[config.mk]
export PLATFORM = sky130hd
export DESIGN_NAME = bpfl_top
export DESIGN_NICKNAME = d
export VERILOG_FILES = /design/src/core/bpfl_flag.v /design/src/core/bpfl_top.v
export VERILOG_INCLUDE_DIRS = /design/src /design/src/core
export SDC_FILE = /design/constraint.sdc
export NUM_CORES = 1
export LEC_CHECK = 0
export ABC_AREA = 1
export ABC_CLOCK_PERIOD_IN_PS = 1900
export BUFFER_PORTS_ARGS = -buffer_cell sky130_fd_sc_hd__buf_2
export CAP_MARGIN = 20
export CORE_ASPECT_RATIO = 1.75
export CORE_UTILIZATION = 35
export DETAILED_ROUTE_END_ITERATION = 10
export GPL_ROUTABILITY_DRIVEN = 0
export PLACE_DENSITY_LB_ADDON = 0.05
export SKIP_LAST_GASP = 1
export SLEW_MARGIN = 30
export SYNTH_ARGS = -nofsm -noshare
export SYNTH_HDL_FRONTEND = slang
export SYNTH_SLANG_ARGS = --single-unit
[constraint.sdc]
create_clock -name i_clk_sys -period 1.9 [get_ports i_clk_sys]
set_clock_uncertainty 0.1 [all_clocks]
set_input_delay 0.095 -clock i_clk_sys [delete_from_list [all_inputs] [get_ports i_clk_sys]]
set_output_delay 0.095 -clock i_clk_sys [all_outputs]
set_load 0.02 [all_outputs]
[src/core/bpfl_defines.vh]
// constants for the backup power flag logic: offsets, fields, reset values
`ifndef BPFL_DEFINES_VH
`define BPFL_DEFINES_VH

// ==========================================================
// register offsets (8-bit address)
`define BPFL_ADDR_CTRL2     8'h01
`define BPFL_ADDR_CTRL3     8'h02
`define BPFL_ADDR_OSC       8'h03

// ==========================================================
// control 3 fields
`define BPFL_PM_HI          7
`define BPFL_PM_LO          5
`define BPFL_BSF_BIT        3
`define BPFL_BLF_BIT        2
`define BPFL_SWITCHOVER_INT_ENABLE_BIT       1
`define BPFL_BATTERY_LOW_INT_ENABLE_BIT       0
`define BPFL_PM_RESET       3'h7

// control 2 field: clock output enable (shares the interrupt pin)
`define BPFL_CLKOE_BIT      0
// oscillator register field
`define BPFL_OS_BIT         7

// ==========================================================
// power mode codes
`define BPFL_PM_STD_LOW     3'h0
`define BPFL_PM_DIR_LOW     3'h1
`define BPFL_PM_OFF_LOW0    3'h2
`define BPFL_PM_OFF_LOW1    3'h3
`define BPFL_PM_STD         3'h4
`define BPFL_PM_DIR         3'h5
`define BPFL_PM_BAD         3'h6
`define BPFL_PM_OFF         3'h7

`endif

[src/core/bpfl_flag.v]
// one sticky status flag: hardware set wins over a host clear
`timescale 1ns/10ps
`include "bpfl_defines.vh"

module bpfl_flag #(
    parameter RESET_VAL = 1'b0
) (
    input  wire i_clk_sys,
    input  wire i_rst,
    input  wire i_set,
    input  wire i_clr,
    input  wire i_force_zero,
    output reg  o_flag
);

    always @(posedge i_clk_sys) begin
        if (i_rst) begin
            o_flag <= RESET_VAL;
        end else if (i_force_zero) begin
            o_flag <= 1'b0;
        end else if (i_set) begin
            o_flag <= 1'b1;
        end else if (i_clr) begin
            o_flag <= 1'b0;
        end
    end

endmodule // bpfl_flag

[src/core/bpfl_top.v]
// power management control and status logic of the real-time clock
//
// The address map and the strobed register port were left to the implementer.
`timescale 1ns/10ps
`include "bpfl_defines.vh"

module bpfl_top #(
    parameter AW = 8
) (
    input  wire          i_clk_sys,
    input  wire          i_rst,
    // register port
    input  wire [AW-1:0] i_addr,
    input  wire [7:0]    i_wdata,
    input  wire          i_wr,
    input  wire          i_rd,
    output reg  [7:0]    o_rdata,
    output wire          o_if_oe,
    // comparator, backup presence, oscillator and clock output inputs
    input  wire          i_main_lt_backup,
    input  wire          i_main_lt_switch_threshold,
    input  wire          i_backup_lt_battery_low_threshold,
    input  wire          i_backup_present,
    input  wire          i_osc_stable,
    input  wire          i_clkout_int_n,
    // supply and interrupt
    output wire          o_on_battery,
    output wire          o_standby,
    output wire          o_int_n_o,
    output wire          o_int_n_oe
);

    // ==========================================================
    // control state
    reg  [2:0] power_mode_select;
    reg        switchover_int_enable;
    reg        battery_low_int_enable;
    reg        clkout_enable;
    reg        on_battery;
    reg        standby;
    wire       switchover_flag;
    wire       battery_low_flag;
    wire       oscillator_stop_flag;

    // ==========================================================
    // mode decode
    reg sw_enable;
    reg sw_direct;
    reg low_enable;

    always @* begin
        case (power_mode_select)
            `BPFL_PM_STD_LOW: begin
                sw_enable  = 1'b1;
                sw_direct  = 1'b0;
                low_enable = 1'b1;
            end
            `BPFL_PM_DIR_LOW: begin
                sw_enable  = 1'b1;
                sw_direct  = 1'b1;
                low_enable = 1'b1;
            end
            `BPFL_PM_OFF_LOW0, `BPFL_PM_OFF_LOW1: begin
                sw_enable  = 1'b0;
                sw_direct  = 1'b0;
                low_enable = 1'b1;
            end
            `BPFL_PM_STD: begin
                sw_enable  = 1'b1;
                sw_direct  = 1'b0;
                low_enable = 1'b0;
            end
            `BPFL_PM_DIR: begin
                sw_enable  = 1'b1;
                sw_direct  = 1'b1;
                low_enable = 1'b0;
            end
            default: begin
                // 110 is forbidden; treated like 111 so nothing misbehaves
                sw_enable  = 1'b0;
                sw_direct  = 1'b0;
                low_enable = 1'b0;
            end
        endcase
    end

    // ==========================================================
    // power failure decision from comparator levels
    reg fail_cond;
    reg power_fail;
    reg main_ok;

    always @* begin
        main_ok = ~i_main_lt_backup;
        if (sw_direct) begin
            fail_cond = i_main_lt_backup;
        end else begin
            fail_cond = i_main_lt_backup & i_main_lt_switch_threshold;
        end
        power_fail = sw_enable & fail_cond;
    end

    // ==========================================================
    // supply state: reset is power-on, so we start undecided
    localparam [1:0] ST_START   = 2'b00;
    localparam [1:0] ST_STANDBY = 2'b01;
    localparam [1:0] ST_MAIN    = 2'b10;
    localparam [1:0] ST_BATTERY = 2'b11;

    reg  [1:0] supply_state;
    reg  [1:0] next_supply_state;
    wire       enter_batt = power_fail & (supply_state == ST_MAIN);

    always @* begin
        next_supply_state = supply_state;
        case (supply_state)
            ST_START: begin
                // first power from the battery alone parks in standby
                if (main_ok) begin
                    next_supply_state = ST_MAIN;
                end else if (i_backup_present) begin
                    next_supply_state = ST_STANDBY;
                end
            end
            ST_STANDBY: begin
                // nothing is drawn from the battery until main returns
                if (main_ok) begin
                    next_supply_state = ST_MAIN;
                end
            end
            ST_MAIN: begin
                if (~main_ok & ~sw_enable & i_backup_present) begin
                    next_supply_state = ST_STANDBY;
                end else if (power_fail) begin
                    next_supply_state = ST_BATTERY;
                end
            end
            ST_BATTERY: begin
                // back on main once the failure condition lifts
                if (~power_fail) begin
                    next_supply_state = ST_MAIN;
                end
            end
            default: begin
                next_supply_state = ST_START;
            end
        endcase
    end

    // the two status outputs are registered copies of the next state
    always @(posedge i_clk_sys) begin
        if (i_rst) begin
            supply_state <= ST_START;
            on_battery   <= 1'b0;
            standby      <= 1'b0;
        end else begin
            supply_state <= next_supply_state;
            on_battery   <= (next_supply_state == ST_BATTERY);
            standby      <= (next_supply_state == ST_STANDBY);
        end
    end

    // ==========================================================
    // host access is gated while on the backup supply
    wire host_live = ~on_battery & ~standby;
    wire wr_ok     = i_wr & host_live;
    wire rd_ok     = i_rd & host_live;
    wire wr_ctrl2  = wr_ok & (i_addr == `BPFL_ADDR_CTRL2);
    wire wr_ctrl3  = wr_ok & (i_addr == `BPFL_ADDR_CTRL3);
    wire wr_osc    = wr_ok & (i_addr == `BPFL_ADDR_OSC);

    // ==========================================================
    // flag strobes: a zero written to the switchover (with main good) or oscillator stop flag bit clears it
    wire sw_flag_clr  = wr_ctrl3 & main_ok & ~i_wdata[`BPFL_BSF_BIT];
    wire osc_flag_clr = wr_osc & ~i_wdata[`BPFL_OS_BIT];
    wire low_flag_set = low_enable & i_backup_lt_battery_low_threshold;
    wire low_flag_clr = ~i_backup_lt_battery_low_threshold;

    always @(posedge i_clk_sys) begin
        if (i_rst) begin
            power_mode_select      <= `BPFL_PM_RESET;
            switchover_int_enable  <= 1'b0;
            battery_low_int_enable <= 1'b0;
            clkout_enable          <= 1'b0;
        end else begin
            if (wr_ctrl3) begin
                power_mode_select      <= i_wdata[`BPFL_PM_HI:`BPFL_PM_LO];
                switchover_int_enable  <= i_wdata[`BPFL_SWITCHOVER_INT_ENABLE_BIT];
                battery_low_int_enable <= i_wdata[`BPFL_BATTERY_LOW_INT_ENABLE_BIT];
            end
            if (wr_ctrl2) begin
                clkout_enable <= i_wdata[`BPFL_CLKOE_BIT];
            end
        end
    end

    // ==========================================================
    // flags
    bpfl_flag #(.RESET_VAL(1'b0)) u_switchover (
        .i_clk_sys    (i_clk_sys),
        .i_rst        (i_rst),
        .i_set        (enter_batt),
        .i_clr        (sw_flag_clr),
        .i_force_zero (~sw_enable),
        .o_flag       (switchover_flag)
    );

    // the low flag follows the detector but only sets while low detection is enabled: no host clear path at all
    bpfl_flag #(.RESET_VAL(1'b0)) u_battery_low (
        .i_clk_sys    (i_clk_sys),
        .i_rst        (i_rst),
        .i_set        (low_flag_set),
        .i_clr        (low_flag_clr),
        .i_force_zero (1'b0),
        .o_flag       (battery_low_flag)
    );

    bpfl_flag #(.RESET_VAL(1'b1)) u_osc_stop (
        .i_clk_sys    (i_clk_sys),
        .i_rst        (i_rst),
        .i_set        (~i_osc_stable),
        .i_clr        (osc_flag_clr),
        .i_force_zero (1'b0),
        .o_flag       (oscillator_stop_flag)
    );

    // ==========================================================
    // read port, data one cycle after the strobe
    reg [7:0] read_word;

    always @* begin
        case (i_addr)
            `BPFL_ADDR_CTRL2: begin
                read_word = {7'h00, clkout_enable};
            end
            `BPFL_ADDR_CTRL3: begin
                read_word = {power_mode_select, 1'b0, switchover_flag,
                             battery_low_flag, switchover_int_enable,
                             battery_low_int_enable};
            end
            `BPFL_ADDR_OSC: begin
                read_word = {oscillator_stop_flag, 7'h00};
            end
            default: begin
                read_word = 8'h00;
            end
        endcase
    end

    // the bus idles at zero so a stale value is never mistaken for data
    always @(posedge i_clk_sys) begin
        if (i_rst) begin
            o_rdata <= 8'h00;
        end else if (rd_ok) begin
            o_rdata <= read_word;
        end else begin
            o_rdata <= 8'h00;
        end
    end

    // ==========================================================
    // interrupt pin: open drain, low while a level source is active
    reg int_active;
    reg any_src;

    always @* begin
        int_active = 1'b0;
        if (switchover_int_enable & switchover_flag) begin
            int_active = 1'b1;
        end
        if (battery_low_int_enable & battery_low_flag) begin
            int_active = 1'b1;
        end
        // clock output shares the pin and pulls it while its level is low
        if (clkout_enable & ~i_clkout_int_n) begin
            int_active = 1'b1;
        end
        any_src = switchover_int_enable | battery_low_int_enable | clkout_enable;
    end

    assign o_int_n_o    = 1'b0;
    assign o_int_n_oe   = any_src & int_active;
    assign o_if_oe      = host_live;
    assign o_on_battery = on_battery;
    assign o_standby    = standby;

endmodule // bpfl_top

==> results.py, run 1 <==
metrics = {
    "yosys": {
        "synth_area_um2": 825,
        "ys_ff_latch": 20,
        "synth.distinct_cells": 23,
        "yosysWarnings": 0,
        "netlist_instances": 104,
        "ys_seq_area_share_pct": 48.6,
        "syn_avg_cell_area_um2": 7.93,
    },
    "cts": {
        "htreeDepth": 1,
        "clkSinkCount": 20,
        "cts_resized": 0,
        "cts_tree": "built",
        "cts_max_path_buffers": 2,
        "cts_buffers": 3,
        "postCtsSetupBuffers": 0,
        "cts_hold_buffers": 10,
        "cts_root_buffer": "clkbuf_4",
        "clk_pin_slew_ns": 0.11,
        "clkLatencyLatePin_ns": 0.29,
    },
    "route": {
        "drcViolationCount": 0,
        "drt_iter0_markers": 7,
        "via_count": 838,
        "wire_per_inst_um": 10.6,
        "drt_pass1_iterations": 4,
        "postRouteAntennaNets": 0,
        "vias_per_cell": 4.76,
        "wirelength_um": 1860,
    },
    "placed_design": {
        "dp.cells": 162,
        "place_hpwl_um": 1420,
        "port_buffers": 34,
    },
    "critical_path": {
        "path_class": "reg -> reg",
        "required_ns": 1.99,
        "critPathArrivalTime_ns": 1.88,
        "cp_max_fo": 9,
        "start_kind": "flip-flop",
        "cpPeakStageDelay_ns": 0.55,
        "crit_path_end_kind": "flip-flop",
        "crit_family": "simple AND/OR/NAND/NOR gates",
        "crit_path_top_delay_cell": "dlygate4sd3_1",
        "path_buf_inv": 1,
        "path_cells": "nor3b_4 > nand2_4 > nand2_1 > a21oi_1 > dlygate4sd3_1",
    },
    "sta": {
        "rsz0062_at_grt": "false",
        "setup_tns_ns": 0,
        "hold_slack_ns": 0.0499,
        "min_period_over_period_pct": 94.3,
        "finalHoldViolCount": 0,
        "setup_violations": 0,
        "drv_slew": 0,
        "max_freq_mhz": 558,
        "fin_crit_ns": 1.79,
    },
    "cells_and_area": {
        "fill_cells": 237,
        "seqCellArea_um2": 400,
        "multi_input_area_um2": 372,
        "drive_gt1_share_pct": 30.9,
        "area_delta_synth_final_pct": 42.3,
        "finalNetCount": 179,
        "fin_cells": 176,
        "n_antenna_cell": 0,
    },
    "power_and_ir_drop": {
        "internal_power_mw": 0.682,
        "vdd.ir_drop.worst_mv": 0.507,
        "power_mw": 0.860,
        "p_sw_mw": 0.177,
        "clkPwrFrac_pct": 39.4,
        "pwr-share-comb_pct": 10.7,
        "seq_power_share_pct": 49.9,
        "power_density_mw_per_mm2": 733,
        "switching_share_pct": 20.6,
        "leakagePower_nw": 0.542,
    },
    "grt": {
        "antenna_found_initial": 0,
        "grt_first_pass_wirelength_um": 2920,
        "grt_pass1_vias": 789,
        "overflow": 0,
        "grt_max_degree": 13,
        "grt_use_total_pct": 16.3,
    },
    "floorplanning": {
        "die_w_um": 38.7,
        "ioPinCount": 39,
        "start_util_pct": 38.4,
        "num_rows": 22,
        "die_h_um": 66.2,
        "fp.coreArea_mm2": 0.00215,
        "dieArea_mm2": 0.00256,
    },
    "outcome": {
        "run_status": "completed",
    },
    "job": {
        "drv_cap": 0,
    },
    "worst_hold_path": {
        "hold_path_class": "in -> reg",
    },
}
[path summary, 6_finish.rpt]
check                                end  slack (ns)  cells after the start                 from
setup / recovery  battery_low_int_enable        0.11                      5            o_standby
hold / removal       u_switchover.o_flag        0.05                      5           i_wdata[3]
setup reg to reg  battery_low_int_enable        0.11                      5            o_standby
hold reg to reg      u_switchover.o_flag        0.36                      2  u_switchover.o_flag
[worst register-to-register path, cell delays in order (launching register included)]
cell and delay [ns]:
dfxtp_1 0.36, nor3b_4 0.43, nand2_4 0.12, nand2_1 0.07, a21oi_1 0.05, dlygate4sd3_1 0.55
[placed cells by master, fill, tap and decap left out]
cell type / count
inv_2: 1
and2_1: 1
clkbuf_4: 3
nand2_4: 1
nor3b_4: 1
nand2_1: 21
nor3_1: 4
dlygate4sd3_1: 10
inv_1: 9
nand3_1: 13
o211ai_2: 1
a31oi_1: 1
nor3b_2: 1
nand4_1: 2
bufinv_16: 1
a22oi_1: 1
buf_4: 1
or2_2: 1
dfxtp_1: 20
nor2_1: 12
nor2_4: 1
conb_1: 2
buf_2: 34
o221ai_1: 1
nor2_2: 1
clkinv_1: 1
a21oi_1: 7
[Yosys cell counts (all sizes together)]
cell | instances | area share, %
inv | 10 | 4.6
or2 | 1 | 0.76
o211ai | 1 | 1.5
a21oi | 7 | 4.2
nor2 | 14 | 7.6
conb | 1 | 0.45
dfxtp | 20 | 49
nand2 | 22 | 11
a31oi | 1 | 0.76
nand3 | 13 | 7.9
nand4 | 2 | 1.5
and2 | 1 | 0.76
buf | 2 | 1.8
nor3b | 2 | 3.8
o221ai | 1 | 1.1
a22oi | 1 | 0.91
clkinv | 1 | 0.45
nor3 | 4 | 2.4
[sequential cells by signal (all words and copies together) (netlist names)]
name                    flops
o_rdata                     7
power_mode_select           3
supply_state                2
battery_low_int_enable      1
clkout_enable               1
o_on_battery                1
o_standby                   1
switchover_int_enable       1
u_battery_low.o_flag        1
u_osc_stop.o_flag           1
u_switchover.o_flag         1
[through the flow]
stage	cell area (µm²)	utilization [%]	setup WS [ns]
global route	1170	54.7	0.0385
floorplan	828	-	0.499
CTS	1170	54.7	0.0976
global placement	1020	47.6	0.624
detailed placement	1020	47.6	0.623
finish	1170	54.7	0.109
[routing by layer]
layer	GRT usage, %	up-vias	part of all wire (%)
li1	-	439	-
met1	14.3	377	37
met2	30.6	20	58
met3	3.03	2	3.4
met4	10.3	0	1.3
met5	0	-	0
[cell type report]
type	count	area share, %
flip-flops and latches	20	34.1
repair buffers	45	23.7
inverters	11	3.52
multi-input cells	72	31.7
clock buffers	3	1.92
well taps	24	2.56
clock inverters	1	2.56
[power groups by stage]
stage / Clock (mW) / Sequential (mW) / Combinational [mW]
floorplan: 0 / 0.440 / 0.0408
global placement: 0 / 0.439 / 0.0769
detailed placement: 0 / 0.439 / 0.0787
CTS: 0.351 / 0.430 / 0.0931
global route: 0.368 / 0.431 / 0.101
finish: 0.339 / 0.429 / 0.0919
[cells by family after synthesis]
logic type / Yosys count / share of synthesized area (%)
flip-flops: 20 / 48.6
buffers and inverters: 13 / 6.83
other: 1 / 0.455
AND/OR/NAND/NOR: 59 / 35.7
AO/OA/AOI/OAI: 11 / 8.50
Power figures use the tool's default switching activity.
==> inputs of run 2 (changes only) <==
--- a/config.mk
+++ b/config.mk
@@ -14,6 +14,7 @@
 export CORE_UTILIZATION = 35
 export DETAILED_ROUTE_END_ITERATION = 10
 export GPL_ROUTABILITY_DRIVEN = 0
+export HOLD_SLACK_MARGIN = 0.12
 export PLACE_DENSITY_LB_ADDON = 0.05
 export SKIP_LAST_GASP = 1
 export SLEW_MARGIN = 30
==> run 2 against run 1 <==
Effect of this change: utilization up 7.2 points; design area up 13%; cell count up 9.1%; combinational power up 19%; routed wire length up 8.3%; total power up 1.9%; highest routed layer unchanged; via count up 7.5%; critical path depth up 5.
==> results.py, run 2 (synthesis gave the netlist of run 1 again) <==
metrics = {
    "outcome": {
        "run_status": "completed",
    },
    "floorplanning": {
        "start_util_pct": 38.4,
        "dieArea_mm2": 0.00256,
        "fp.coreArea_mm2": 0.00215,
        "ioPinCount": 39,
        "die_h_um": 66.2,
        "die_w_um": 38.7,
        "num_rows": 22,
    },
    "critical_path": {
        "path_cells": "dlygate4sd3_1 > buf_2 > inv_1 > nor2_2 > nand2_2 > nor2_4 > nand2_4 > nand2_1 > a21oi_1 > dlygate4sd3_1",
        "rr_worst_depth": 6,
        "cpPeakStageDelay_ns": 0.55,
        "crit_top_cell": "dlygate4sd3_1",
        "rr_startpoint": "o_on_battery",
        "required_ns": 1.99,
        "cp_max_fo": 7,
        "start_kind": "primary input",
        "critPathArrivalTime_ns": 1.92,
        "rr_endpoint": "battery_low_int_enable",
        "rrSetupSlack_ns": 0.16,
        "path_class": "in -> reg",
        "crit_path_end_kind": "flip-flop",
        "crit_path_top_delay_cell": "dlygate4sd3_1",
    },
    "grt": {
        "top_usage_layer": "met2",
        "grt_pass1_vias": 852,
        "use_met1_pct": 14.7,
        "overflow": 0,
        "antenna_found_initial": 0,
        "grt_use_met2_pct": 33.8,
        "grtUsageMet3_pct": 3.03,
        "grt_use_total_pct": 17.4,
        "grt_first_pass_wirelength_um": 3140,
        "grt_max_degree": 13,
    },
    "sta": {
        "hold_slack_ns": 0.138,
        "setup_violations": 0,
        "drv_slew": 0,
        "fin_crit_ns": 1.83,
        "max_freq_mhz": 546,
        "setup_tns_ns": 0,
        "rsz0062_at_grt": "true",
        "min_period_over_period_pct": 96.4,
        "finalHoldViolCount": 0,
    },
    "cells_and_area": {
        "seqCellArea_um2": 400,
        "area_delta_synth_final_pct": 61.2,
        "multi_input_area_um2": 382,
        "top_regs": "o_rdata x7, power_mode_select x3, supply_state x2",
        "drive_gt1_share_pct": 32.7,
        "fill_cells": 225,
        "n_antenna_cell": 0,
        "fin_cells": 192,
        "final_common_cell": "buf_2",
        "layout_common_cells": "buf_2, nand2_1, dfxtp_1, dlygate4sd3_1, nand3_1",
        "largest_reg_flops": 7,
        "regMostFlops": "o_rdata",
        "fin_area_mm2": 0.00133,
        "finalNetCount": 195,
    },
    "cts": {
        "htreeDepth": 1,
        "clkSinkCount": 20,
        "clk_pin_slew_ns": 0.11,
        "clkLatencyLatePin_ns": 0.29,
        "cts_tree": "built",
        "cts_max_path_buffers": 2,
        "cts_buffers": 3,
        "cts_root_buffer": "clkbuf_4",
    },
    "worst_hold_path": {
        "min_from": "i_addr[3]",
        "min_delay_path_depth": 6,
        "min_to": "o_rdata[7]",
        "hold_path_class": "in -> reg",
    },
    "placed_design": {
        "placed_area_mm2": 0.00102,
        "place_hpwl_um": 1420,
        "port_buffers": 34,
        "dp.cells": 162,
    },
    "route": {
        "drcViolationCount": 0,
        "drt_iter0_markers": 9,
        "via_count": 901,
        "wirelength_um": 2020,
        "drt_pass1_iterations": 4,
        "wire_per_inst_um": 10.5,
        "postRouteAntennaNets": 0,
        "vias_per_cell": 4.69,
    },
    "power_and_ir_drop": {
        "power_mw": 0.876,
        "power_density_mw_per_mm2": 660,
        "vdd.ir_drop.worst_mv": 0.504,
        "leakagePower_nw": 0.616,
    },
    "job": {
        "drv_cap": 0,
    },
}
run 2: per-layer routing:
layer	vias to the layer above	share of wire, %
li1	470	-
met1	409	36
met2	20	60
met3	2	3.1
met4	0	1.1
met5	-	0
run 2: area by class of cell:
class                   count  share of cell area, %
repair buffers             61                   31.8
flip-flops and latches     20                   30.1
multi-input cells          72                   28.7
inverters                  11                   3.11
clock inverters             1                   2.26
well taps                  24                   2.26
clock buffers               3                   1.69
run 2: worst max-delay path by stage:
stage / startpoint / end / slack (ns) / cells past startpoint
2_1_floorplan: o_standby / o_rdata[5] / 0.50 / 3
3_3_place_gp: o_standby / power_mode_select[2] / 0.62 / 4
3_5_place_dp: o_standby / power_mode_select[2] / 0.62 / 4
4_1_cts: i_addr[1] / u_switchover.o_flag / 0.01 / 10
5_1_grt: i_addr[1] / u_switchover.o_flag / -0.04 / 10
6_report: i_addr[1] / battery_low_int_enable / 0.07 / 10
run 2: timing repair:
action / 4_1_cts / 5_1_grt
hold buffers: 20 / 0
setup endpoints to repair: 0 / 3
hold endpoints to repair: 15 / 0
buffers inserted: 0 / 6
resized for setup: 0 / 3
run 2: report_power, final:
group	internal (mW)	switching, mW
Clock	0.213	0.125
Combinational	0.0567	0.0518
Sequential	0.425	0.00478
run 2: critical path, delay by kind of cell:
| family | cells | cell delay (ns) |
|---|---|---|
| and+or+nand+nor | 5 | 0.54 |
| buffers and inverters | 4 | 1.23 |
| AOI/OAI and AO/OA | 1 | 0.05 |
run 2: metrics by stage:
step / util (%) / setup slack [ns]
5_1_grt: 61.9 / -0.0415
4_1_cts: 59.3 / 0.0129
6_report: 61.9 / 0.0685
2_1_floorplan: - / 0.499
3_3_place_gp: 47.6 / 0.624
3_5_place_dp: 47.6 / 0.623
